[src/core/eetbc_defs.svh]
// offsets, fields, reset values and timing counts of the receive/boost block
`ifndef EETBC_DEFS_SVH
`define EETBC_DEFS_SVH
`define EETBC_CLK_NS 8
`define EETBC_OFS_LSB_DIV 3072
`define EETBC_SETTLE_UNIT_NS 64000
`define EETBC_TIMEOUT_BASE_NS 128000
`define EETBC_ADDR_CTRL 12'h000
`define EETBC_ADDR_UPOFS 12'h004
`define EETBC_ADDR_DNOFS 12'h008
`define EETBC_ADDR_FLIGHT 12'h00c
`define EETBC_ADDR_SW1 12'h010
`define EETBC_ADDR_SW2 12'h014
`define EETBC_ADDR_STATUS 12'h018
`define EETBC_ADDR_WVRUP 12'h01c
`define EETBC_ADDR_WVRDN 12'h020
`define EETBC_ADDR_DIFFINT 12'h024
`define EETBC_ADDR_DIFFFRAC 12'h028
`define EETBC_ADDR_AVGDIFF 12'h02c
`define EETBC_ADDR_TOFUP 12'h030
`define EETBC_ADDR_TOFDN 12'h034
`define EETBC_ADDR_LAUNCH 12'h038
`define EETBC_CTRL_START 0
`define EETBC_CTRL_DIFF 1
`define EETBC_CTRL_DOWN 2
`define EETBC_CTRL_IRQEN 3
`define EETBC_ST_BUSY 0
`define EETBC_ST_TIMEOUT 1
`define EETBC_ST_DONE 2
`define EETBC_ST_ERROR 3
`define EETBC_FAIL_WORD 16'hffff
`define EETBC_FAIL_DIFF_INT 16'h7fff
`define EETBC_RST_HALF 8'h40
`define EETBC_RST_PULSES 8'h08
`define EETBC_RST_WAVE 6'h07
`define EETBC_RST_LIMIT 3'h7
`endif

[src/core/eetbc_pkg.sv]
// types shared by the receive/boost block
package eetbc_pkg;
    typedef struct packed {
        logic enable;
        logic startupMode;
        logic [1:0] switchingRate;
        logic [3:0] targetVoltage;
        logic [3:0] peakLimit;
    } eetbc_boost_t;
    typedef enum logic [3:0] {
        IDLE, BOOST_UP, SETTLE, LAUNCH, WAIT_HIT, FIRST_WIDTH,
        COUNT_WAVES, SECOND_WIDTH, CALC, FAIL
    } eetbc_state_t;
endpackage

[src/core/eetbc_core.sv]
// early-edge flight receive sequencer and boost supply control, APB slave
//
// The placing of the registers and the APB slave port were decided locally.
`include "eetbc_defs.svh"
// Overview of operation
// - offset codes count in supply/3072 steps
// - first-edge offset +127 rising, -127 falling
// - separate 7-bit first-edge offsets per direction
// - measure first hit edge width
// - switch to return offset immediately after width
// - 8-bit signed return offset per direction
// - measure selected second reference wave width
// - store first/second width ratio
// - store second width over half launch period
// - failed measurement results read ffff
// - failed difference reads 7fff and ffff
// - averaged difference skips failed measurements
// - timeout sets flag and interrupt when enabled
// - interrupt holds until status register read
// - boost on before launch, off after pulses
// - two-bit switching rate select
// - four-bit boost voltage target select
// - startup limit below threshold, normal above
// - settle delay after normal mode before launch
module eetbc_core #(
    parameter int SETTLE_UNIT_CYC = `EETBC_SETTLE_UNIT_NS / `EETBC_CLK_NS,
    parameter int TIMEOUT_BASE_CYC = `EETBC_TIMEOUT_BASE_NS / `EETBC_CLK_NS
) (
    // clock and reset
    input wire logic clk,
    input wire logic rst_b,
    // apb slave
    input wire logic psel,
    input wire logic penable,
    input wire logic pwrite,
    input wire logic [11:0] paddr,
    input wire logic [31:0] pwdata,
    output logic [31:0] prdata,
    output logic pready,
    output logic pslverr,
    // receive comparator and boost monitor pins
    input wire logic compIn,
    input wire logic boostGood,
    // analog controls and interrupt
    output logic signed [7:0] compOffset,
    output logic rxDirUp,
    output logic txDrive,
    output eetbc_pkg::eetbc_boost_t boostCtl,
    output logic irq
);
    // configuration
    logic irqEn_reg, diffCmd_reg, downCmd_reg;
    logic [15:0] upOfs_reg, dnOfs_reg;
    logic [5:0] waveSel_reg;
    logic [2:0] limitSel_reg;
    logic fallingEdge_reg;
    logic [1:0] swRate_reg;
    logic [3:0] voltSel_reg, limStart_reg, limNorm_reg, settle_reg;
    logic [7:0] halfPer_reg, pulses_reg;
    // sequencer
    eetbc_pkg::eetbc_state_t state_reg;
    logic [23:0] timer_reg, flight_reg;
    logic [15:0] width_reg, t1_reg, tofUp_reg, tofDn_reg;
    logic [7:0] pulseCnt_reg;
    logic [5:0] waveCnt_reg;
    logic compSync1_reg, compSync2_reg, compPrev_reg;
    logic goodSync1_reg, goodSync2_reg;
    // results and status
    logic [15:0] wvrUp_reg, wvrDn_reg, diffInt_reg, diffFrac_reg;
    logic [15:0] avgDiff_reg, tofUpRes_reg, tofDnRes_reg;
    logic timeoutFlag_reg, doneFlag_reg, errFlag_reg, avgValid_reg;

    // unsigned 4.4 ratio, saturated; zero divisor gives full scale
    function automatic logic [7:0] ratio4p4(input logic [15:0] num,
                                            input logic [15:0] den);
        logic [19:0] q;
        q = 20'hfffff;
        if (den != 16'h0000) begin
            q = {num, 4'h0} / {4'h0, den};
        end
        ratio4p4 = (q > 20'h000ff) ? 8'hff : q[7:0];
    endfunction

    function automatic logic isMapped(input logic [11:0] a);
        isMapped = (a[1:0] == 2'b00) && (a <= `EETBC_ADDR_LAUNCH);
    endfunction

    wire logic setupPh = psel & ~penable;
    wire logic accessDone = psel & penable & pready;
    wire logic wrEn = accessDone & pwrite & isMapped(paddr);
    wire logic rdStatus = accessDone & ~pwrite &
                          (paddr == `EETBC_ADDR_STATUS);
    wire logic busy = (state_reg != eetbc_pkg::IDLE);
    wire logic startReq = wrEn & (paddr == `EETBC_ADDR_CTRL) &
                          pwdata[`EETBC_CTRL_START] & ~busy;
    wire logic compRise = compSync2_reg & ~compPrev_reg;
    wire logic compFall = ~compSync2_reg & compPrev_reg;
    wire logic [23:0] limitCyc =
        24'(TIMEOUT_BASE_CYC) << limitSel_reg;
    wire logic receiving = (state_reg == eetbc_pkg::WAIT_HIT) ||
                           (state_reg == eetbc_pkg::FIRST_WIDTH) ||
                           (state_reg == eetbc_pkg::COUNT_WAVES) ||
                           (state_reg == eetbc_pkg::SECOND_WIDTH);
    wire logic timedOut = receiving && (flight_reg >= limitCyc);
    wire logic [7:0] halfEff = (halfPer_reg == 8'h00) ? 8'h01 : halfPer_reg;
    wire logic [15:0] activeOfs = rxDirUp ? upOfs_reg : dnOfs_reg;
    wire logic [15:0] diffNow = tofUp_reg - tofDn_reg;
    wire logic [15:0] avgSum = 16'((17'(avgDiff_reg) + 17'(diffNow)) >> 1);

    // two-stage synchronisers for the analog pins
    always_ff @(posedge clk) begin
        if (!rst_b) begin
            compSync1_reg <= 1'b0;
            compSync2_reg <= 1'b0;
            compPrev_reg <= 1'b0;
            goodSync1_reg <= 1'b0;
            goodSync2_reg <= 1'b0;
        end else begin
            compSync1_reg <= compIn;
            compSync2_reg <= compSync1_reg;
            compPrev_reg <= compSync2_reg;
            goodSync1_reg <= boostGood;
            goodSync2_reg <= goodSync1_reg;
        end
    end

    // apb answer: zero wait states, data latched during setup
    always_ff @(posedge clk) begin
        if (!rst_b) begin
            pready <= 1'b0;
            pslverr <= 1'b0;
            prdata <= 32'h0000_0000;
        end else begin
            pready <= setupPh;
            pslverr <= setupPh & ~isMapped(paddr);
            prdata <= 32'h0000_0000;
            if (setupPh && !pwrite) begin
                unique case (paddr)
                    `EETBC_ADDR_CTRL: prdata <= {28'h0, irqEn_reg,
                        downCmd_reg, diffCmd_reg, 1'b0};
                    `EETBC_ADDR_UPOFS: prdata <= {16'h0, upOfs_reg};
                    `EETBC_ADDR_DNOFS: prdata <= {16'h0, dnOfs_reg};
                    `EETBC_ADDR_FLIGHT: prdata <= {19'h0, fallingEdge_reg,
                        1'b0, limitSel_reg, 2'h0, waveSel_reg};
                    `EETBC_ADDR_SW1: prdata <= {24'h0, voltSel_reg,
                        2'h0, swRate_reg};
                    `EETBC_ADDR_SW2: prdata <= {20'h0, settle_reg,
                        limNorm_reg, limStart_reg};
                    `EETBC_ADDR_STATUS: prdata <= {28'h0, errFlag_reg,
                        doneFlag_reg, timeoutFlag_reg, busy};
                    `EETBC_ADDR_WVRUP: prdata <= {16'h0, wvrUp_reg};
                    `EETBC_ADDR_WVRDN: prdata <= {16'h0, wvrDn_reg};
                    `EETBC_ADDR_DIFFINT: prdata <= {16'h0, diffInt_reg};
                    `EETBC_ADDR_DIFFFRAC: prdata <= {16'h0, diffFrac_reg};
                    `EETBC_ADDR_AVGDIFF: prdata <= {16'h0, avgDiff_reg};
                    `EETBC_ADDR_TOFUP: prdata <= {16'h0, tofUpRes_reg};
                    `EETBC_ADDR_TOFDN: prdata <= {16'h0, tofDnRes_reg};
                    `EETBC_ADDR_LAUNCH: prdata <= {16'h0, pulses_reg,
                        halfPer_reg};
                    default: prdata <= 32'h0000_0000;
                endcase
            end
        end
    end

    // software configuration
    always_ff @(posedge clk) begin
        if (!rst_b) begin
            irqEn_reg <= 1'b0;
            diffCmd_reg <= 1'b0;
            downCmd_reg <= 1'b0;
            upOfs_reg <= 16'h0000;
            dnOfs_reg <= 16'h0000;
            waveSel_reg <= `EETBC_RST_WAVE;
            limitSel_reg <= `EETBC_RST_LIMIT;
            fallingEdge_reg <= 1'b0;
            swRate_reg <= 2'h0;
            voltSel_reg <= 4'h0;
            limStart_reg <= 4'h0;
            limNorm_reg <= 4'h0;
            settle_reg <= 4'h0;
            halfPer_reg <= `EETBC_RST_HALF;
            pulses_reg <= `EETBC_RST_PULSES;
        end else if (wrEn) begin
            unique case (paddr)
                `EETBC_ADDR_CTRL: begin
                    irqEn_reg <= pwdata[`EETBC_CTRL_IRQEN];
                    if (!busy) begin
                        diffCmd_reg <= pwdata[`EETBC_CTRL_DIFF];
                        downCmd_reg <= pwdata[`EETBC_CTRL_DOWN];
                    end
                end
                `EETBC_ADDR_UPOFS: upOfs_reg <= {pwdata[15:8],
                    1'b0, pwdata[6:0]};
                `EETBC_ADDR_DNOFS: dnOfs_reg <= {pwdata[15:8],
                    1'b0, pwdata[6:0]};
                `EETBC_ADDR_FLIGHT: begin
                    waveSel_reg <= pwdata[5:0];
                    limitSel_reg <= pwdata[10:8];
                    fallingEdge_reg <= pwdata[12];
                end
                `EETBC_ADDR_SW1: begin
                    swRate_reg <= pwdata[1:0];
                    voltSel_reg <= pwdata[7:4];
                end
                `EETBC_ADDR_SW2: begin
                    limStart_reg <= pwdata[3:0];
                    limNorm_reg <= pwdata[7:4];
                    settle_reg <= pwdata[11:8];
                end
                `EETBC_ADDR_LAUNCH: begin
                    halfPer_reg <= pwdata[7:0];
                    pulses_reg <= pwdata[15:8];
                end
                default: ;
            endcase
        end
    end

    // measurement sequencer
    always_ff @(posedge clk) begin
        if (!rst_b) begin
            state_reg <= eetbc_pkg::IDLE;
            rxDirUp <= 1'b1;
            timer_reg <= 24'h000000;
            flight_reg <= 24'h000000;
            width_reg <= 16'h0000;
            t1_reg <= 16'h0000;
            tofUp_reg <= 16'h0000;
            tofDn_reg <= 16'h0000;
            pulseCnt_reg <= 8'h00;
            waveCnt_reg <= 6'h00;
            txDrive <= 1'b0;
            compOffset <= 8'sh00;
        end else begin
            timer_reg <= timer_reg + 24'h000001;
            flight_reg <= flight_reg + 24'h000001;
            unique case (state_reg)
                eetbc_pkg::IDLE: if (startReq) begin
                    rxDirUp <= ~pwdata[`EETBC_CTRL_DOWN] |
                               pwdata[`EETBC_CTRL_DIFF];
                    state_reg <= eetbc_pkg::BOOST_UP;
                end
                eetbc_pkg::BOOST_UP: begin
                    timer_reg <= 24'h000000;
                    if (goodSync2_reg) begin
                        state_reg <= eetbc_pkg::SETTLE;
                    end
                end
                eetbc_pkg::SETTLE: begin
                    // settle code n waits n units after reaching normal mode
                    if (timer_reg >= 24'(settle_reg) *
                        24'(SETTLE_UNIT_CYC)) begin
                        state_reg <= eetbc_pkg::LAUNCH;
                        timer_reg <= 24'h000000;
                        flight_reg <= 24'h000000;
                        pulseCnt_reg <= 8'h00;
                        txDrive <= 1'b1;
                    end
                end
                eetbc_pkg::LAUNCH: begin
                    if (timer_reg[7:0] == halfEff - 8'h01) begin
                        timer_reg <= 24'h000000;
                        txDrive <= ~txDrive;
                        if (txDrive) begin
                            pulseCnt_reg <= pulseCnt_reg + 8'h01;
                        end
                        if (txDrive && pulseCnt_reg + 8'h01 >= pulses_reg)
                        begin
                            txDrive <= 1'b0;
                            state_reg <= eetbc_pkg::WAIT_HIT;
                            // first-edge offset sign follows polarity
                            compOffset <= fallingEdge_reg ?
                                8'(8'sh00 - {1'b0, activeOfs[6:0]}) :
                                {1'b0, activeOfs[6:0]};
                        end
                    end
                end
                eetbc_pkg::WAIT_HIT: if (compRise) begin
                    // flight time is the hit instant, per direction
                    if (rxDirUp) begin
                        tofUp_reg <= flight_reg[15:0];
                    end else begin
                        tofDn_reg <= flight_reg[15:0];
                    end
                    width_reg <= 16'h0001;
                    state_reg <= eetbc_pkg::FIRST_WIDTH;
                end
                eetbc_pkg::FIRST_WIDTH: begin
                    width_reg <= width_reg + 16'h0001;
                    if (compFall) begin
                        t1_reg <= width_reg;
                        compOffset <= activeOfs[15:8];
                        waveCnt_reg <= 6'h00;
                        state_reg <= eetbc_pkg::COUNT_WAVES;
                    end
                end
                eetbc_pkg::COUNT_WAVES: if (compRise) begin
                    waveCnt_reg <= waveCnt_reg + 6'h01;
                    width_reg <= 16'h0001;
                    if (waveCnt_reg + 6'h01 >= waveSel_reg) begin
                        state_reg <= eetbc_pkg::SECOND_WIDTH;
                    end
                end
                eetbc_pkg::SECOND_WIDTH: begin
                    // stop on the fall edge so t2 counts like t1
                    if (compFall) begin
                        state_reg <= eetbc_pkg::CALC;
                    end else begin
                        width_reg <= width_reg + 16'h0001;
                    end
                end
                eetbc_pkg::CALC, eetbc_pkg::FAIL: begin
                    compOffset <= 8'sh00;
                    if (diffCmd_reg && rxDirUp) begin
                        rxDirUp <= 1'b0;
                        state_reg <= eetbc_pkg::BOOST_UP;
                    end else begin
                        state_reg <= eetbc_pkg::IDLE;
                    end
                end
                default: state_reg <= eetbc_pkg::IDLE;
            endcase
            if (timedOut) begin
                state_reg <= eetbc_pkg::FAIL;
            end
        end
    end

    // result registers, loaded at the end of each direction
    always_ff @(posedge clk) begin
        if (!rst_b) begin
            wvrUp_reg <= 16'h0000;
            wvrDn_reg <= 16'h0000;
            tofUpRes_reg <= 16'h0000;
            tofDnRes_reg <= 16'h0000;
            diffInt_reg <= 16'h0000;
            diffFrac_reg <= 16'h0000;
            avgDiff_reg <= 16'h0000;
            avgValid_reg <= 1'b0;
        end else if (state_reg == eetbc_pkg::CALC && !timedOut) begin
            if (rxDirUp) begin
                wvrUp_reg <= {ratio4p4(t1_reg, width_reg),
                    ratio4p4(width_reg, {8'h00, halfEff})};
                tofUpRes_reg <= tofUp_reg;
            end else begin
                wvrDn_reg <= {ratio4p4(t1_reg, width_reg),
                    ratio4p4(width_reg, {8'h00, halfEff})};
                tofDnRes_reg <= tofDn_reg;
            end
            if (diffCmd_reg && !rxDirUp && !errFlag_reg) begin
                diffInt_reg <= diffNow;
                diffFrac_reg <= 16'h0000;
                // running mean of successful differences only
                avgDiff_reg <= avgValid_reg ? avgSum : diffNow;
                avgValid_reg <= 1'b1;
            end else if (diffCmd_reg && !rxDirUp) begin
                diffInt_reg <= `EETBC_FAIL_DIFF_INT;
                diffFrac_reg <= `EETBC_FAIL_WORD;
            end
        end else if (state_reg == eetbc_pkg::FAIL || timedOut) begin
            if (rxDirUp) begin
                wvrUp_reg <= `EETBC_FAIL_WORD;
                tofUpRes_reg <= `EETBC_FAIL_WORD;
            end else begin
                wvrDn_reg <= `EETBC_FAIL_WORD;
                tofDnRes_reg <= `EETBC_FAIL_WORD;
            end
            if (diffCmd_reg) begin
                diffInt_reg <= `EETBC_FAIL_DIFF_INT;
                diffFrac_reg <= `EETBC_FAIL_WORD;
            end
        end
    end

    // status flags and interrupt; a set in the clearing cycle wins
    wire logic finishing = (state_reg == eetbc_pkg::CALC ||
        state_reg == eetbc_pkg::FAIL) && !(diffCmd_reg && rxDirUp);
    always_ff @(posedge clk) begin
        if (!rst_b) begin
            timeoutFlag_reg <= 1'b0;
            doneFlag_reg <= 1'b0;
            errFlag_reg <= 1'b0;
            irq <= 1'b0;
        end else begin
            if (timedOut) begin
                timeoutFlag_reg <= 1'b1;
            end else if (rdStatus) begin
                timeoutFlag_reg <= 1'b0;
            end
            if (finishing) begin
                doneFlag_reg <= 1'b1;
            end else if (rdStatus) begin
                doneFlag_reg <= 1'b0;
            end
            if (startReq) begin
                errFlag_reg <= 1'b0;
            end else if (timedOut) begin
                errFlag_reg <= 1'b1;
            end
            if (irqEn_reg && (timedOut || finishing)) begin
                irq <= 1'b1;
            end else if (rdStatus) begin
                irq <= 1'b0;
            end
        end
    end

    // boost drive: on from start until the last launch pulse
    always_ff @(posedge clk) begin
        if (!rst_b) begin
            boostCtl <= '0;
        end else begin
            boostCtl.enable <= (state_reg == eetbc_pkg::BOOST_UP) ||
                (state_reg == eetbc_pkg::SETTLE) ||
                (state_reg == eetbc_pkg::LAUNCH);
            boostCtl.startupMode <= ~goodSync2_reg;
            boostCtl.peakLimit <= goodSync2_reg ? limNorm_reg :
                                  limStart_reg;
            boostCtl.switchingRate <= swRate_reg;
            boostCtl.targetVoltage <= voltSel_reg;
        end
    end
endmodule

[config.mk]
export PLATFORM = sky130hd
export DESIGN_NAME = eetbc_core
export DESIGN_NICKNAME = d
export VERILOG_FILES = /design/src/core/eetbc_pkg.sv /design/src/core/eetbc_core.sv
export VERILOG_INCLUDE_DIRS = /design/src /design/src/core
export SDC_FILE = /design/constraint.sdc
export NUM_CORES = 2
export LEC_CHECK = 0
export ABC_AREA = 1
export BUFFER_PORTS_ARGS = -buffer_cell sky130_fd_sc_hd__buf_4
export CAP_MARGIN = 10
export CORE_MARGIN = 2
export CORE_UTILIZATION = 35
export DETAILED_ROUTE_END_ITERATION = 10
export GPL_TIMING_DRIVEN = 0
export PLACE_DENSITY_LB_ADDON = 0.05
export SYNTH_ARGS = -nofsm -noshare
export SYNTH_HDL_FRONTEND = slang
export SYNTH_SLANG_ARGS = --single-unit
[constraint.sdc]
create_clock -name clk -period 134 [get_ports clk]
set_input_delay 13.4 -clock clk [delete_from_list [all_inputs] [get_ports clk]]
set_output_delay 13.4 -clock clk [all_outputs]
set_load 0.05 [all_outputs]
# After elaboration in Yosys (flattened, before gate mapping)
# Cells that the tools add are included.
dict set report word_totals {
  regBits 385
  word_cells 310
}
dict set report classes {
  n_addsub 9
  n_mul 1
  div 2
  magnitude_cmp 9
  n_eq_ne 53
  n_shift 1
  n_mux 89
  bitwise_logic 25
  n_reduce_logical 68
}
# op n
set ops {}
lappend ops {{$mux W16} 26}
lappend ops {{$mux W20} 14}
lappend ops {{$pmux W16 S15} 1}
lappend ops {{$mux W24} 4}
lappend ops {{$mux W8} 12}
lappend ops {{$eq A12 B6 Y1 const B} 7}
lappend ops {{$gt A20 B8 Y1 const B} 4}
lappend ops {{$pmux W24 S3} 1}
lappend ops {{$add A24 B1 Y24 const B} 2}
lappend ops {{$eq A12 B5 Y1 const B} 4}
lappend ops {{$mux W4} 12}
lappend ops {{$pmux W16 S3} 1}
lappend ops {{$pmux W4 S9} 1}
lappend ops {{$ne A2 B2 Y1 const B} 16}
lappend ops {{$reduce_and A3 Y1} 10}
lappend ops {{$ne A3 B3 Y1 const B} 9}
lappend ops {{$eq A12 B4 Y1 const B} 2}
lappend ops {{$ge A24 B17 Y1} 1}
lappend ops {{$ge A24 B24 Y1} 1}
lappend ops {{$pmux W8 S3} 1}
lappend ops {{$shl A14 B3 Y24 const A} 1}
lappend ops {{$div A20 B16 Y20} 1}
lappend ops {{$div A20 B8 Y20} 1}
lappend ops {{$reduce_and A10 Y1} 2}
lappend ops {{other kinds (43)} 123}

# Depth between registers and ports, before layout
dict set report logic_depth {
  depth_word 13
  depth_mapped 336
}

# Worst setup path after synthesis
# Ideal clock, no wire load.
dict set report synth_path {
  path_type {register -> register}
  from {register width_reg[0]}
  to {register wvrDn_reg[8]}
  setup_time_ps 113
  arrival_time_ps 42763
  required_ps 133887
  setup_slack_ps 91123
  stages_incl_launch_ff 329
  n_path_buf 19
  path_cell_list {dfxtp_1 buf_2 inv_2 ha_1 inv_1 nor4_1 inv_1 o21ai_0 nand2_1 nand3_1 a21oi_1 ha_1 inv_1 nor2_1 nor2_1 nor3_1 nand2_1 o21ai_0 [... 293 more ...] o21ai_0 a21o_1 a21oi_1 nor3b_1 and2_1 clkbuf_1 clkbuf_1 nand2_1 o21ai_0 ha_1 a21oi_1 nor2_1 a2111oi_0 o2111ai_1 nor3_1 nand2_1 o21ai_1 inv_1}
}
dict set report synth_between {
  elab_chain_len 9
  word_cells_on_any_way 10
  cone_classes {div (1); order compare (1); mux (7); reduce/logical (1)}
}
# item line_no
set synth_rtl {}
lappend synth_rtl {{start, declared} eetbc_core.sv:63} ;# logic [15:0] width_reg, t1_reg, tofUp_reg, tofDn_reg;
lappend synth_rtl {{start signal, assigned} eetbc_core.sv:290} ;# width_reg <= width_reg + 16'h0001;
lappend synth_rtl {{start signal, assigned} eetbc_core.sv:310} ;# width_reg <= width_reg + 16'h0001;
lappend synth_rtl {{$div A20 B16 Y20 or $reduce_bool A16 Y1 (tied branches)} {eetbc_core.sv:79, eetbc_core.sv:78}}
lappend synth_rtl {{$mux W20 (*)} eetbc_core.sv:78} ;# if (den != 16'h0000) begin
lappend synth_rtl {{$mux W20 (*)} eetbc_core.sv:342} ;# if (rxDirUp) begin
lappend synth_rtl {{$mux W20 (*)} eetbc_core.sv:341} ;# end else if (state_reg == eetbc_pkg::CALC && !timedOut) begin
lappend synth_rtl {{$mux W20 (*)} eetbc_core.sv:332} ;# if (!rst_b) begin
lappend synth_rtl {{$gt A20 B8 Y1} eetbc_core.sv:81} ;# ratio4p4 = (q > 20'h000ff) ? 8'hff : q[7:0];
lappend synth_rtl {{$mux W8 (*)} eetbc_core.sv:81}
lappend synth_rtl {{$mux W16 (*)} eetbc_core.sv:342}
lappend synth_rtl {{$mux W16 (*)} eetbc_core.sv:341}
lappend synth_rtl {{end signal, assigned} eetbc_core.sv:347} ;# wvrDn_reg <= {ratio4p4(t1_reg, width_reg),
lappend synth_rtl {{end signal, assigned} eetbc_core.sv:366} ;# wvrDn_reg <= `EETBC_FAIL_WORD;
lappend synth_rtl {{end, declared} eetbc_core.sv:69} ;# logic [15:0] wvrUp_reg, wvrDn_reg, diffInt_reg, diffFrac_reg;
# Mark *: on every way between the ends. The rest lies on a longest branch, timed or not. The select of a mux whose other input is x is not followed.
# A chain may end at the register's enable or synchronous reset.

# Worst setup path in the final report
dict set report layout_path {
  from {register width_reg[13]}
  to {register wvrDn_reg[8]}
}
# The elaborated chain is that of the path after synthesis.

==> results.md <==
- The flow ran to the end, and the final reports show no timing, DRC or antenna violations.
- In the routed design, unresolved DRC markers number 0.
- For this run, the register share of the synthesized area comes to 20.03%.
- The most common cell type on the critical path is sky130_fd_sc_hd__nand2_1.
- The total global routing overflow is 0.
- The transition time at the pin with the least slew margin is 1281 ps.
- The startpoint identified for the worst hold timing path is goodSync1_reg$_SDFF_PN0_.
- During placement, the flow inserted port buffers numbering 75.
- In this run the post-CTS setup repair buffer count came out at 0.
- For the final database, setup skew stands at 21.76 ps.
- The initial utilization of the core area, before any placement, comes to 35.33%.
- The clock root buffer is sky130_fd_sc_hd__clkbuf_16.
- Among all flip-flop cells after synthesis, the most frequent one is sky130_fd_sc_hd__dfxtp_1.
- The number of vias per cell is 5.171.
- In this run the number of H-tree levels came out at 2.
- The remaining number of nets flagged by the antenna check after routing is 0.
- The count of final max-slew check failures is 0.
- The share of flip-flops with an asynchronous set or reset is 0%.
- Among all stages on the critical path, the largest delay is contributed by sky130_fd_sc_hd__inv_1.
- From synthesis to final layout, the design area changed by 10.13%.
- After detailed routing, the average wire length per cell comes to 18.20 µm.
- The routed design has 124400 µm of wire.
- Setup violations remaining at the end of the flow were counted as 0.
- No sink is reached through more buffers than the 3 on the longest clock path.
- The worst hold slack across all endpoints is 414.0 ps.
- Setup repair after global routing left no endpoint under its margin.
- The number of primary I/O pins is 108.
- During synthesis, Yosys emitted a total of 0 warnings.
- In this run the worst hold path is classified as flop to flop.
- The class of the most critical setup path is flop to flop.
- For the final routed database, the setup TNS stands at 0 ps.
- Once layout is complete, the cells apart from fillers number 6833.
- The post-DP HPWL is 100000 µm.
- The number of antenna violations at the first check in global routing is 3.
- The overall die area is 103600 µm².
- Together, buffers and inverters on the worst path number 75.
- The congestion estimate from routability-driven global placement came to 0.9529.
- The cell type group with the largest total delay on the critical path is compound AO/OA/AOI/OAI gates.
- The area inside the core boundary is 100100 µm².
- The number of placement rows is 116.
- The post-synthesis cell count is 5371.
- In this run the tightest slew margin relative to its limit is 14.03%.
- The placed instance count is 6760.
- The ratio of cells with drive above 1 in the final layout is 6.433%.
- After synthesis the netlist holds a flip-flop and latch count of 354.
- At the end of the flow, the number of nets in the layout was 5989.
- After detailed placement, the total cell area comes to 37630 µm².
- The number of clock sinks is 354.
- The first detailed-routing pass took 6 iterations.
- In the finished design, the share of the clock period the worst path needs comes to 40.89%.
- The worst path needs 54790 ps of the cycle, external delays included.
- The total via count in the routed design is 35336.
- Yosys mapped a number of flops with a built-in enable equal to 0.
- The CTS tree is built.
- The global-route track usage on met2 is 38.18%.
- The count of different cell masters after synthesis is 76.
- Global routing consumed, on the met1 layer, 33.08% of the routing resources.
- The worst setup path is launched from a flop.
- STA classifies the critical path endpoint as a flop.
- The busiest layer in global routing is met2.
- The data required time at the worst endpoint is 134470 ps.
- The clock network latency to the later pin of the worst-skew pair is 590 ps.
- For met3 alone, demand over resource in global routing was 3.295%.
- The number of hold violations in the final report is 0.
- Of all nets on the critical path, the largest fanout is 13.
- Measured along the y axis, the die boundary spans 321.9 µm.
- The number of max-cap violations is 0.
- Data on the critical path arrives at its endpoint at 55270 ps.
- The horizontal die dimension is 321.9 µm.
- Clock-pin slew was measured on the worst setup and hold paths at 60 ps.
- The cell area after synthesis is 35380 µm².
- The total non-filler cell area in the finished layout is 38970 µm².
- The fmax is 0.01825 GHz.
- The launch point of the critical path is width_reg[13]$_SDFFE_PN0P_.
- The beginning of the worst register-to-register path is width_reg[13]$_SDFFE_PN0P_.
- In the global route stage, overall resource usage came out at 23.69%.
- Entering global routing, the biggest net connects 30 pins.
- The synthesized area per cell is 6.587 µm².
- The largest single stage delay on the critical path is 670 ps.
- For this design, the CTS-stage hold fixing added 0 buffers.
- After the first detailed-routing iteration, the DRC count stood at 2468.
- The post-cts repair resize count is 0.
- The first-pass GRT wire length is 193100 µm.
- In this run, CTS created clock tree buffers numbering 41.
- The via count of the first global-routing pass is 33615.
==> worst register-to-register path, delay by kind of cell (launching register included) <==
family / cells / cell delay [ps]
compound gates: 110 / 20280
simple gates: 116 / 14180
buf+inv: 75 / 13060
fa+ha+maj: 20 / 6170
mux: 2 / 630
flops: 1 / 420
==> cell families (layout without fill, tap and decap cells) <==
kind of cell	Yosys count	after routing	synth area share, %
other	1	17	0.01060
XOR/XNOR	291	291	7.203
flip-flops	354	354	20.03
AO/OA/AOI/OAI	1311	1311	21.05
AND/OR/NAND/NOR	2014	2014	25.46
multiplexers	3	3	0.08841
adder cells (fa/ha/maj)	432	432	15.51
buffers and inverters	965	1113	10.64
==> stage by stage <==
stage                     utilization, %  worst slack, ps
final                              38.91            79210
after global routing               38.91            72010
after CTS                          38.90            79280
after detailed placement           37.58            79420
after global placement             37.57            79850
after floorplan                        -            91120
==> layout by cell type, fill, tap and decap left out, types with 43 or more instances in the layout <==
cell / Yosys / layout
sky130_fd_sc_hd__xnor2_1: 122 / 122
sky130_fd_sc_hd__o21ai_0: 520 / 520
sky130_fd_sc_hd__a21o_1: 43 / 43
sky130_fd_sc_hd__inv_1: 748 / 748
sky130_fd_sc_hd__clkbuf_1: 143 / 153
sky130_fd_sc_hd__nand2_1: 967 / 967
sky130_fd_sc_hd__buf_4: 23 / 99
sky130_fd_sc_hd__xor2_1: 169 / 169
sky130_fd_sc_hd__nand4_1: 64 / 64
sky130_fd_sc_hd__dfxtp_1: 354 / 354
sky130_fd_sc_hd__nand3_1: 238 / 238
sky130_fd_sc_hd__a21oi_1: 438 / 438
sky130_fd_sc_hd__nor2_1: 454 / 454
sky130_fd_sc_hd__ha_1: 421 / 421
sky130_fd_sc_hd__nor3_1: 99 / 99
==> cell type report <==
| cell class | count | area [µm²] |
|---|---|---|
| antenna | 1 | 2.502 |
| buffer | 184 | 832.0 |
| clock buffer | 56 | 1132 |
| clock inverter | 15 | 192.7 |
| fill | 11025 | 61180 |
| inverter | 781 | 2935 |
| multi-input combinational | 4067 | 24580 |
| sequential | 354 | 7087 |
| tap | 1298 | 1624 |
| timing repair buffer | 77 | 575.6 |
==> routing by layer <==
metal	up-vias	part of all wire [%]
met1	16234	48
met4	2	2.5
met5	-	0.010
met2	728	44
met3	142	5.4
li1	18230	-
==> path summary, 6_finish.rpt <==
check             cells after the start  slack [ps]                         to
setup reg to reg                    323       79210  wvrDn_reg[8]$_SDFFE_PN0P_
setup / recovery                    323       79210  wvrDn_reg[8]$_SDFFE_PN0P_
hold / removal                        2         410   goodSync2_reg$_SDFF_PN0_
hold reg to reg                       2         410   goodSync2_reg$_SDFF_PN0_
==> cell usage after synthesis, drive strengths merged, types with 5 or more instances <==
cell type	instances	area share (%)
nand2	999	11
inv	773	8.2
o21ai	557	7.9
nor2	486	5.7
a21oi	442	6.3
ha	421	15
dfxtp	354	20
nand3	273	4.5
xor2	169	4.2
clkbuf	143	1.5
xnor2	122	3.0
nor3	100	1.4
nand4	66	1.2
a21o	43	0.91
or2	43	0.76
a221oi	41	1.0
buf	41	0.83
a211oi	40	0.85
o21bai	36	0.76
a31oi	32	0.57
o211ai	18	0.38
o22ai	18	0.32
o31ai	18	0.38
nor4	17	0.30
nand3b	15	0.33
fa	11	0.62
o221ai	10	0.25
clkinv	8	0.088
o2111ai	8	0.20
o21a	8	0.17
and2	6	0.11
o221a	5	0.16
o311ai	5	0.12
Power is not shown: default switching activity piles up to over one toggle a cycle in this logic, so the estimate is an artifact.
